### src/hdl/pmc_pkg.sv
package pmc_pkg;
    // Register bus widths
    localparam int ADDR_W = 9;
    localparam int DATA_W = 8;

    // Register offsets
    localparam logic [8:0] OFS_SUPPLY_EVT = 9'h007;
    localparam logic [8:0] OFS_INPUT_EVT = 9'h008;
    localparam logic [8:0] OFS_MASK_SYS = 9'h00A;
    localparam logic [8:0] OFS_MASK_SUPPLY = 9'h00B;
    localparam logic [8:0] OFS_MASK_INPUT = 9'h00C;
    localparam logic [8:0] OFS_PWR_CTRL = 9'h00E;
    localparam logic [8:0] OFS_START_CFG = 9'h00F;

    // Implemented bits of each register, reserved bits read zero
    localparam logic [7:0] SUPPLY_EVT_BITS = 8'hAA;
    localparam logic [7:0] INPUT_EVT_BITS = 8'h1F;
    localparam logic [7:0] MASK_SYS_BITS = 8'h1F;

    // Supply event positions
    localparam int SUP_VDD_WARN = 7;
    localparam int SUP_RAMP_DONE = 5;
    localparam int SUP_REG_OC = 3;
    localparam int SUP_TEMP_WARN = 1;

    // Power domain control fields
    localparam int PWR_TGT_LSB = 0;
    localparam int PWR_SYS_TGT = 0;
    localparam int PWR_STANDBY = 3;
    localparam int PWR_WMASK_LSB = 4;
    localparam int PWR_DOMAINS = 3;

    // Start-up and watchdog configuration fields
    localparam int CFG_SOFT_START = 7;
    localparam int CFG_TRIAL_MSB = 6;
    localparam int CFG_TRIAL_LSB = 5;
    localparam int CFG_KEY_LOCK = 4;
    localparam int CFG_RST_SELECT = 3;
    localparam int CFG_LIMIT_EN = 2;
    localparam int CFG_WDOG_PD = 1;

    // Reset values and the restart trial count maximum
    localparam logic [7:0] MASK_RST = 8'h00;
    localparam logic [7:0] PWR_CTRL_RST = 8'h01;
    localparam logic [7:0] START_CFG_RST = 8'h00;
    localparam logic [7:0] RDATA_RST = 8'h00;
    localparam logic [1:0] TRIAL_RST = 2'h0;
    localparam logic [1:0] TRIAL_MAX = 2'h3;

    // Register access request from the serial interface engine
    typedef struct packed {
        logic wr;
        logic rd;
        logic [ADDR_W-1:0] addr;
        logic [DATA_W-1:0] wdata;
    } pmc_req_t;

    // Power-down request towards the sequencer
    typedef struct packed {
        logic req;
        logic partial;
    } pmc_pd_t;
endpackage : pmc_pkg

### src/hdl/pmc_evt_latch.sv
`timescale 1ns/1ns
module pmc_evt_latch #(
    parameter logic [7:0] BITS = 8'hFF
) (
    input wire logic sys_clk, // System clock
    input wire logic rst, // Synchronous reset, active high
    input wire logic [7:0] set_pulse, // Event pulses
    input wire logic clr_wr, // Write to this register
    input wire logic [7:0] clr_data, // Written value, ones clear
    output logic [7:0] flags_ff // Latched flags
);
    logic [7:0] nxt_flags;

    // Hold flags until written back; a new event wins over its clear
    always_comb begin
        nxt_flags = flags_ff;
        if (clr_wr) begin
            nxt_flags = nxt_flags & ~clr_data;
        end
        nxt_flags = (nxt_flags | set_pulse) & BITS;
    end

    always_ff @(posedge sys_clk) begin
        if (rst) begin
            flags_ff <= 8'h00;
        end else begin
            flags_ff <= nxt_flags;
        end
    end
endmodule : pmc_evt_latch

### src/hdl/pmc_regs.sv
`timescale 1ns/1ns
// Function
// - Supply events latch at bits 7, 5, 3 and 1; other bits reserved.
// - Flags stay set until host writes back the value it read.
// - Input events 0..4 latch at bits 0..4, each with a mask bit.
// - System mask register holds five masks at bits 4..0.
// - Supply mask register holds masks at the supply event positions.
// - Control bits 2..0 hold secondary, main and system domain targets.
// - Control bits 6..4 gate the write of each domain target.
// - Power-down on system target clear, enable release or long key press; bit 3 depth.
// - Configuration bit 7 enables converter soft start.
// - Bits 6:5 hold the restart trial count that blocks wakeups.
// - Restart limit acts only while configuration bit 2 is set.
// - Bit 4 selects normal power-down or key-delay governed power-down.
// - Bit 3 selects whether reset output asserts during power-down.
// - Bit 1 keeps watchdog running in power-down when set.
// - Summary bits show any supply and any input event active.
module pmc_regs (
    input wire logic sys_clk, // 125 MHz system clock
    input wire logic rst, // Synchronous reset, active high
    input wire pmc_pkg::pmc_req_t req, // Register request from serial engine
    output logic [7:0] rdata_ff, // Read data
    output logic rvalid_ff, // Read data valid pulse
    input wire logic [7:0] supply_evt, // Supply event pulses
    input wire logic [4:0] input_evt, // Input event pulses
    input wire logic [4:0] sys_evt_flags, // Flags of the system event register
    input wire logic system_enable_input, // System enable pin level
    input wire logic key_long_press, // Long press pulse from key logic
    input wire logic in_powerdown, // Sequencer is in power-down
    input wire logic wdog_restart, // Watchdog restart trial pulse
    output logic irq_ff, // Interrupt request, active high
    output logic supply_events_active, // Summary of supply events
    output logic input_events_active, // Summary of input events
    output logic [2:0] domain_target, // Secondary, main, system targets
    output pmc_pkg::pmc_pd_t pd_ff, // Power-down request and depth
    output logic converter_soft_start, // Buck soft start enable
    output logic key_lock_select, // Power-down governed by key delay
    output logic reset_output_n_ff, // Reset output pin, active low
    output logic watchdog_enable_ff, // Watchdog timer may run
    output logic wakeup_block_ff // All wakeups blocked
);
    logic [7:0] supply_flags;
    logic [7:0] input_flags;
    logic [7:0] mask_sys_ff;
    logic [7:0] mask_supply_ff;
    logic [7:0] mask_input_ff;
    logic [7:0] pwr_ctrl_ff;
    logic [7:0] start_cfg_ff;
    logic [7:0] nxt_mask_sys;
    logic [7:0] nxt_mask_supply;
    logic [7:0] nxt_mask_input;
    logic [7:0] nxt_pwr_ctrl;
    logic [7:0] nxt_start_cfg;
    logic [7:0] nxt_rdata;
    logic nxt_rvalid;
    logic wr_supply;
    logic wr_input;
    logic sysen_s1_ff;
    logic sysen_s2_ff;
    logic sysen_prev_ff;
    logic sys_tgt_clear;
    logic sysen_release;
    logic pd_trigger;
    pmc_pkg::pmc_pd_t nxt_pd;
    logic nxt_irq;
    logic nxt_reset_n;
    logic nxt_wdog_en;
    logic [1:0] trial_ff;
    logic [1:0] nxt_trial;
    logic nxt_block;

    assign wr_supply = req.wr && req.addr == pmc_pkg::OFS_SUPPLY_EVT;
    assign wr_input = req.wr && req.addr == pmc_pkg::OFS_INPUT_EVT;

    // Supply event flags
    pmc_evt_latch #(
        .BITS(pmc_pkg::SUPPLY_EVT_BITS)
    ) u_supply_evt (
        .sys_clk(sys_clk),
        .rst(rst),
        .set_pulse(supply_evt),
        .clr_wr(wr_supply),
        .clr_data(req.wdata),
        .flags_ff(supply_flags)
    );

    // Input event flags
    pmc_evt_latch #(
        .BITS(pmc_pkg::INPUT_EVT_BITS)
    ) u_input_evt (
        .sys_clk(sys_clk),
        .rst(rst),
        .set_pulse({3'h0, input_evt}),
        .clr_wr(wr_input),
        .clr_data(req.wdata),
        .flags_ff(input_flags)
    );

    // Summary bits for the supply and input event registers
    assign supply_events_active = supply_flags != 8'h00;
    assign input_events_active = input_flags != 8'h00;

    // Register writes; domain targets only change where the written mask bit is set
    always_comb begin
        nxt_mask_sys = mask_sys_ff;
        nxt_mask_supply = mask_supply_ff;
        nxt_mask_input = mask_input_ff;
        nxt_pwr_ctrl = pwr_ctrl_ff;
        nxt_start_cfg = start_cfg_ff;
        if (req.wr) begin
            case (req.addr)
                pmc_pkg::OFS_MASK_SYS: begin
                    nxt_mask_sys = req.wdata & pmc_pkg::MASK_SYS_BITS;
                end
                pmc_pkg::OFS_MASK_SUPPLY: begin
                    nxt_mask_supply = req.wdata & pmc_pkg::SUPPLY_EVT_BITS;
                end
                pmc_pkg::OFS_MASK_INPUT: begin
                    nxt_mask_input = req.wdata & pmc_pkg::INPUT_EVT_BITS;
                end
                pmc_pkg::OFS_PWR_CTRL: begin
                    for (int i = 0; i < pmc_pkg::PWR_DOMAINS; i++) begin
                        if (req.wdata[pmc_pkg::PWR_WMASK_LSB + i]) begin
                            nxt_pwr_ctrl[pmc_pkg::PWR_TGT_LSB + i] =
                                req.wdata[pmc_pkg::PWR_TGT_LSB + i];
                        end
                    end
                    nxt_pwr_ctrl[7:pmc_pkg::PWR_STANDBY] = req.wdata[7:pmc_pkg::PWR_STANDBY];
                end
                pmc_pkg::OFS_START_CFG: begin
                    nxt_start_cfg = req.wdata;
                end
                default: begin
                end
            endcase
        end
    end

    always_ff @(posedge sys_clk) begin
        if (rst) begin
            mask_sys_ff <= pmc_pkg::MASK_RST;
            mask_supply_ff <= pmc_pkg::MASK_RST;
            mask_input_ff <= pmc_pkg::MASK_RST;
            pwr_ctrl_ff <= pmc_pkg::PWR_CTRL_RST;
            start_cfg_ff <= pmc_pkg::START_CFG_RST;
        end else begin
            mask_sys_ff <= nxt_mask_sys;
            mask_supply_ff <= nxt_mask_supply;
            mask_input_ff <= nxt_mask_input;
            pwr_ctrl_ff <= nxt_pwr_ctrl;
            start_cfg_ff <= nxt_start_cfg;
        end
    end

    // Read mux, unmapped addresses read zero
    always_comb begin
        nxt_rvalid = req.rd;
        case (req.addr)
            pmc_pkg::OFS_SUPPLY_EVT: nxt_rdata = supply_flags;
            pmc_pkg::OFS_INPUT_EVT: nxt_rdata = input_flags;
            pmc_pkg::OFS_MASK_SYS: nxt_rdata = mask_sys_ff;
            pmc_pkg::OFS_MASK_SUPPLY: nxt_rdata = mask_supply_ff;
            pmc_pkg::OFS_MASK_INPUT: nxt_rdata = mask_input_ff;
            pmc_pkg::OFS_PWR_CTRL: nxt_rdata = pwr_ctrl_ff;
            pmc_pkg::OFS_START_CFG: nxt_rdata = start_cfg_ff;
            default: nxt_rdata = pmc_pkg::RDATA_RST;
        endcase
        if (!req.rd) begin
            nxt_rdata = rdata_ff;
        end
    end

    always_ff @(posedge sys_clk) begin
        if (rst) begin
            rdata_ff <= pmc_pkg::RDATA_RST;
            rvalid_ff <= 1'b0;
        end else begin
            rdata_ff <= nxt_rdata;
            rvalid_ff <= nxt_rvalid;
        end
    end

    // Unmasked flags drive the interrupt request
    always_comb begin
        nxt_irq = |(supply_flags & ~mask_supply_ff)
            || |(input_flags & ~mask_input_ff)
            || |({3'h0, sys_evt_flags} & ~mask_sys_ff);
    end

    always_ff @(posedge sys_clk) begin
        if (rst) begin
            irq_ff <= 1'b0;
        end else begin
            irq_ff <= nxt_irq;
        end
    end

    // System enable pin synchroniser and release detect
    always_ff @(posedge sys_clk) begin
        if (rst) begin
            sysen_s1_ff <= 1'b0;
            sysen_s2_ff <= 1'b0;
            sysen_prev_ff <= 1'b0;
        end else begin
            sysen_s1_ff <= system_enable_input;
            sysen_s2_ff <= sysen_s1_ff;
            sysen_prev_ff <= sysen_s2_ff;
        end
    end

    // Power-down triggers and the depth chosen at that moment
    always_comb begin
        sys_tgt_clear = pwr_ctrl_ff[pmc_pkg::PWR_SYS_TGT] && !nxt_pwr_ctrl[pmc_pkg::PWR_SYS_TGT];
        sysen_release = sysen_prev_ff && !sysen_s2_ff;
        pd_trigger = sys_tgt_clear || sysen_release || key_long_press;
        nxt_pd.req = pd_trigger;
        nxt_pd.partial = pd_trigger ? nxt_pwr_ctrl[pmc_pkg::PWR_STANDBY] : pd_ff.partial;
    end

    always_ff @(posedge sys_clk) begin
        if (rst) begin
            pd_ff <= '0;
        end else begin
            pd_ff <= nxt_pd;
        end
    end

    // Static configuration outputs
    assign domain_target = pwr_ctrl_ff[pmc_pkg::PWR_TGT_LSB +: pmc_pkg::PWR_DOMAINS];
    assign converter_soft_start = start_cfg_ff[pmc_pkg::CFG_SOFT_START];
    assign key_lock_select = start_cfg_ff[pmc_pkg::CFG_KEY_LOCK];

    // Reset pin and watchdog run gating during power-down
    always_comb begin
        nxt_reset_n = !(start_cfg_ff[pmc_pkg::CFG_RST_SELECT] && in_powerdown);
        nxt_wdog_en = !in_powerdown || start_cfg_ff[pmc_pkg::CFG_WDOG_PD];
    end

    always_ff @(posedge sys_clk) begin
        if (rst) begin
            reset_output_n_ff <= 1'b1;
            watchdog_enable_ff <= 1'b1;
        end else begin
            reset_output_n_ff <= nxt_reset_n;
            watchdog_enable_ff <= nxt_wdog_en;
        end
    end

    // Restart trial counter and wakeup blocking
    always_comb begin
        nxt_trial = trial_ff;
        if (!start_cfg_ff[pmc_pkg::CFG_LIMIT_EN]) begin
            nxt_trial = pmc_pkg::TRIAL_RST;
        end else if (wdog_restart && trial_ff != pmc_pkg::TRIAL_MAX) begin
            nxt_trial = trial_ff + 2'h1;
        end
        nxt_block = start_cfg_ff[pmc_pkg::CFG_LIMIT_EN]
            && nxt_trial >= start_cfg_ff[pmc_pkg::CFG_TRIAL_MSB:pmc_pkg::CFG_TRIAL_LSB];
    end

    always_ff @(posedge sys_clk) begin
        if (rst) begin
            trial_ff <= pmc_pkg::TRIAL_RST;
            wakeup_block_ff <= 1'b0;
        end else begin
            trial_ff <= nxt_trial;
            wakeup_block_ff <= nxt_block;
        end
    end
endmodule : pmc_regs

### config.mk
export PLATFORM = sky130hd
export DESIGN_NAME = pmc_regs
export DESIGN_NICKNAME = d
export VERILOG_FILES = /design/src/hdl/pmc_pkg.sv /design/src/hdl/pmc_evt_latch.sv /design/src/hdl/pmc_regs.sv
export SDC_FILE = /design/constraint.sdc
export NUM_CORES = 1
export LEC_CHECK = 0
export BUFFER_PORTS_ARGS = -buffer_cell sky130_fd_sc_hd__buf_2
export CAP_MARGIN = 20
export CORE_UTILIZATION = 56
export CTS_BUF_LIST = sky130_fd_sc_hd__clkbuf_8
export DETAILED_ROUTE_END_ITERATION = 8
export GPL_TIMING_DRIVEN = 0
export PLACE_DENSITY = 0.85
export SLEW_MARGIN = 5
export SYNTH_ARGS = -nofsm -noshare
export SYNTH_HDL_FRONTEND = slang
export SYNTH_SLANG_ARGS = --single-unit
export TNS_END_PERCENT = 20
### constraint.sdc
create_clock -name sys_clk -period 1.7 [get_ports sys_clk]
set_input_delay 0.17 -clock sys_clk [delete_from_list [all_inputs] [get_ports sys_clk]]
set_output_delay 0.17 -clock sys_clk [all_outputs]
set_load 0.03 [all_outputs]
==> summary.txt <==
Status
  – Status: finished, final reports clean

Placement
  – Dpl hpwl: 5.75 mm
  – DP Area: roughly 0.0032 mm²
  – RePlAce Congestion: between 0.9 and 1
  – Place WS: -90.1 ps
  – Number of port buffers: 58

Clocking
  – H-tree Lvls: 3
  – Clock Latency Late Sink: between 300 and 400 ps
  – Worst-path clk slew: around 60 ps
  – Clock tree root buffer cell: clkbuf_8
  – CTS Sinks: 59
  – CTS Buffer Depth: 2
  – CTS tree: done
  – Total CTS buffers: 9

GRT
  – Initial antenna violation count: 0
  – First-pass GRT wire length: 12.3 mm
  – Largest net degree at the start of global routing: 11
  – Total grt overflow: 0
  – Vias in the first global route: 2500
  – GR Util All Layers: 0.315

Floorplan
  – I/O Pins: 65
  – Initial Utilization: 0.594
  – Chip Width: about 73 µm
  – Row count: 25
  – Die Y: 73.5 µm
  – DIE AREA: 0.00540 mm²
  – CORE AREA: approximately 0.0048 mm²

Routing
  – Vias: 2680
  – Wirelength per Cell: 17.8 µm
  – DRC Markers: 0
  – First-pass DRT Iterations: 5
  – ANT nets after route: 0
  – Total wire length: between 7 and 8 mm
  – Vias/cell: 6.00
  – Initial DRC count: 309

Worst setup path
  – WP data arrival: 1860 ps
  – Critical Path, Cell by Cell: ha_1, nand2b_4, xnor2_2, nand2_1, ha_1, nand2b_4, a21oi_2, nor2_1
  – Reg2Reg Setup Slack: 80 ps
  – Required time of the critical path: around 1900 ps
  – Bufs and invs on worst path: 0
  – CP delay by family, top: adder cells
  – Setup crit start kind: flip-flop
  – Worst Setup End Kind: flip-flop
  – Critical path type: reg -> reg
  – CP max stage cell: dfxtp_2
  – Critical path peak fanout: 2
  – Max stage delay on crit path: 330 ps

Synth
  – Mapped cell area: approximately 0.0029 mm²
  – Net Count, Synth: 353
  – Post-synthesis cell count: 307
  – Post-synth EDFFs: 0
  – Synth Flop Type: dfxtp_1
  – Count of cell types in the netlist: 50
  – Asr flop ratio synth: 0
  – Syn Area/Cell: 9.32 µm²
  – Seq/Total Area, Yosys: 0.413
  – Yosys reg bits: 59
  – Ys Warns: 0

STA
  – Max-slew violations: 0
  – Final hold vios: 0
  – Rel. slew slack: 0.590
  – Fin crit share: 0.955
  – Post-route setup slack: 76.1 ps
  – Period minus WS final: 1620 ps
  – Clk_skew: 8.30 ps
  – Worst-margin pin slew: 615 ps
  – Unrepaired setup endpoints after global routing: no
  – F_max: just over 600 MHz
  – Final hold slack: 26.1 ps
  – Setup violations, final: 0

Power
  – P_leak: between 1 and 1.5 nW
  – Peak supply drop: ~650 µV
  – Power Density: 816 mW/mm²
  – Total power: 2.79 mW

Final layout
  – Layout area overhead: 19.6%
  – Final Instance Area: 0.00342 mm²
  – N_diodes: 0
  – Final #Nets: 422
  – Layout cells sized above 1: 0.274
  – Fillers: 405

Min path
  – Hold Path Class: in -> reg

Job
  – Maxcap violations: 0
[through the flow]
step | setup TNS (ps) | std cells | utilization
floorplan | 0 | 307 | -
global placement | -212 | 432 | 0.672
detailed placement | -361 | 432 | 0.672
CTS | 0 | 447 | 0.705
global route | 0 | 447 | 0.711
finish | 0 | 447 | 0.711
[state kept, by name, summed over array words and instances, names as in the netlist, 2 cells and up]
signal and cells:
mask_input_ff 5, pd_ff 2, u_supply_evt.flags_ff 4, trial_ff 2, rdata_ff 8, pwr_ctrl_ff 8
start_cfg_ff 8, mask_sys_ff 5, u_input_evt.flags_ff 5, mask_supply_ff 4
[worst reg2reg max path, stage by stage, from the launching register on]
cell	delay (ps)
dfxtp_2	330
ha_1	190
nand2b_4	160
xnor2_2	180
nand2_1	80
ha_1	280
nand2b_4	140
a21oi_2	120
nor2_1	50
[routing by layer]
metal	wire [µm]	share of wire	GRT usage	vias to the layer above
met3	670	0.084	0.0713	27
met2	3660	0.46	0.498	151
met4	295	0.037	0.177	0
met1	3310	0.42	0.396	1257
met5	0	0	0	-
li1	-	-	-	1245
[cells in the mapped netlist (5+ instances only)]
master    number  area, µm²
inv_1         24       90.1
nor4b_1        5       43.8
buf_2          7       35.0
nor2_1        34        128
o22ai_1        7       43.8
dfxtp_1       59       1180
nand2_1       17       63.8
nor2b_1        9       56.3
nand2b_1       5       31.3
mux2i_1       26        260
nor3_1         9       45.0
a21oi_1       11       55.1
clkbuf_1       9       33.8
[power breakdown]
group / total [mW] / switching, mW / internal, mW
clock network: 1.07 / 0.530 / 0.541
registers: 1.43 / 0.0226 / 1.41
logic: 0.291 / 0.181 / 0.110
[logic make-up after synthesis]
group | share of synthesized area
AND/OR/NAND/NOR | 0.235
flip-flops | 0.413
AO/OA/AOI/OAI | 0.139
buffers and inverters | 0.0673
multiplexers | 0.130
adder cells (fa/ha/maj) | 0.0131
XOR/XNOR | 0.00306
[placed cells by master (no fill, tap or decap), drive strengths merged, types with 3 or more instances in the layout]
master | Yosys | routed
nand2b | 5 | 5
a211oi | 4 | 4
and2 | 4 | 4
inv | 24 | 26
o22ai | 7 | 7
nand3 | 4 | 4
nor3 | 9 | 9
o21ai | 3 | 3
mux2i | 26 | 26
a311oi | 4 | 4
a22oi | 3 | 3
ha | 3 | 3
nor2 | 34 | 34
nand3b | 4 | 4
nor2b | 9 | 9
clkinv | 0 | 3
nand2 | 17 | 17
nor4b | 8 | 8
clkbuf | 9 | 19
nand4 | 5 | 5
buf | 12 | 70
dfxtp | 59 | 59
mux4 | 4 | 4
a31o | 6 | 6
o31ai | 3 | 3
a21oi | 11 | 11
[worst paths after layout]
check / startpoint / cells after the start / endpoint
worst max-delay path: trial_ff[0] / 8 / wakeup_block_ff
worst min-delay path: in_powerdown / 2 / reset_output_n_ff
worst max register to register: trial_ff[0] / 8 / wakeup_block_ff
worst min register to register: start_cfg_ff[3] / 1 / reset_output_n_ff
[cell type report]
| class | count | area [µm²] | share of cell area |
|---|---|---|---|
| inverter | 24 | 90.1 | 0.0263 |
| buffer | 21 | 103 | 0.0300 |
| sequential | 59 | 1180 | 0.345 |
| tap | 67 | 83.8 | 0.0245 |
| multi-input combinational | 203 | 1510 | 0.442 |
| clock buffer | 10 | 138 | 0.0402 |
| timing repair buffer | 58 | 290 | 0.0848 |
| clock inverter | 5 | 22.5 | 0.00658 |
[what timing repair did]
action,in CTS,in global routing
hold buffers,0,0
buffers inserted,0,0
endpoints found under the setup margin,0,1
resized for setup,0,5
No activity file was read; power rests on OpenSTA's default activity.
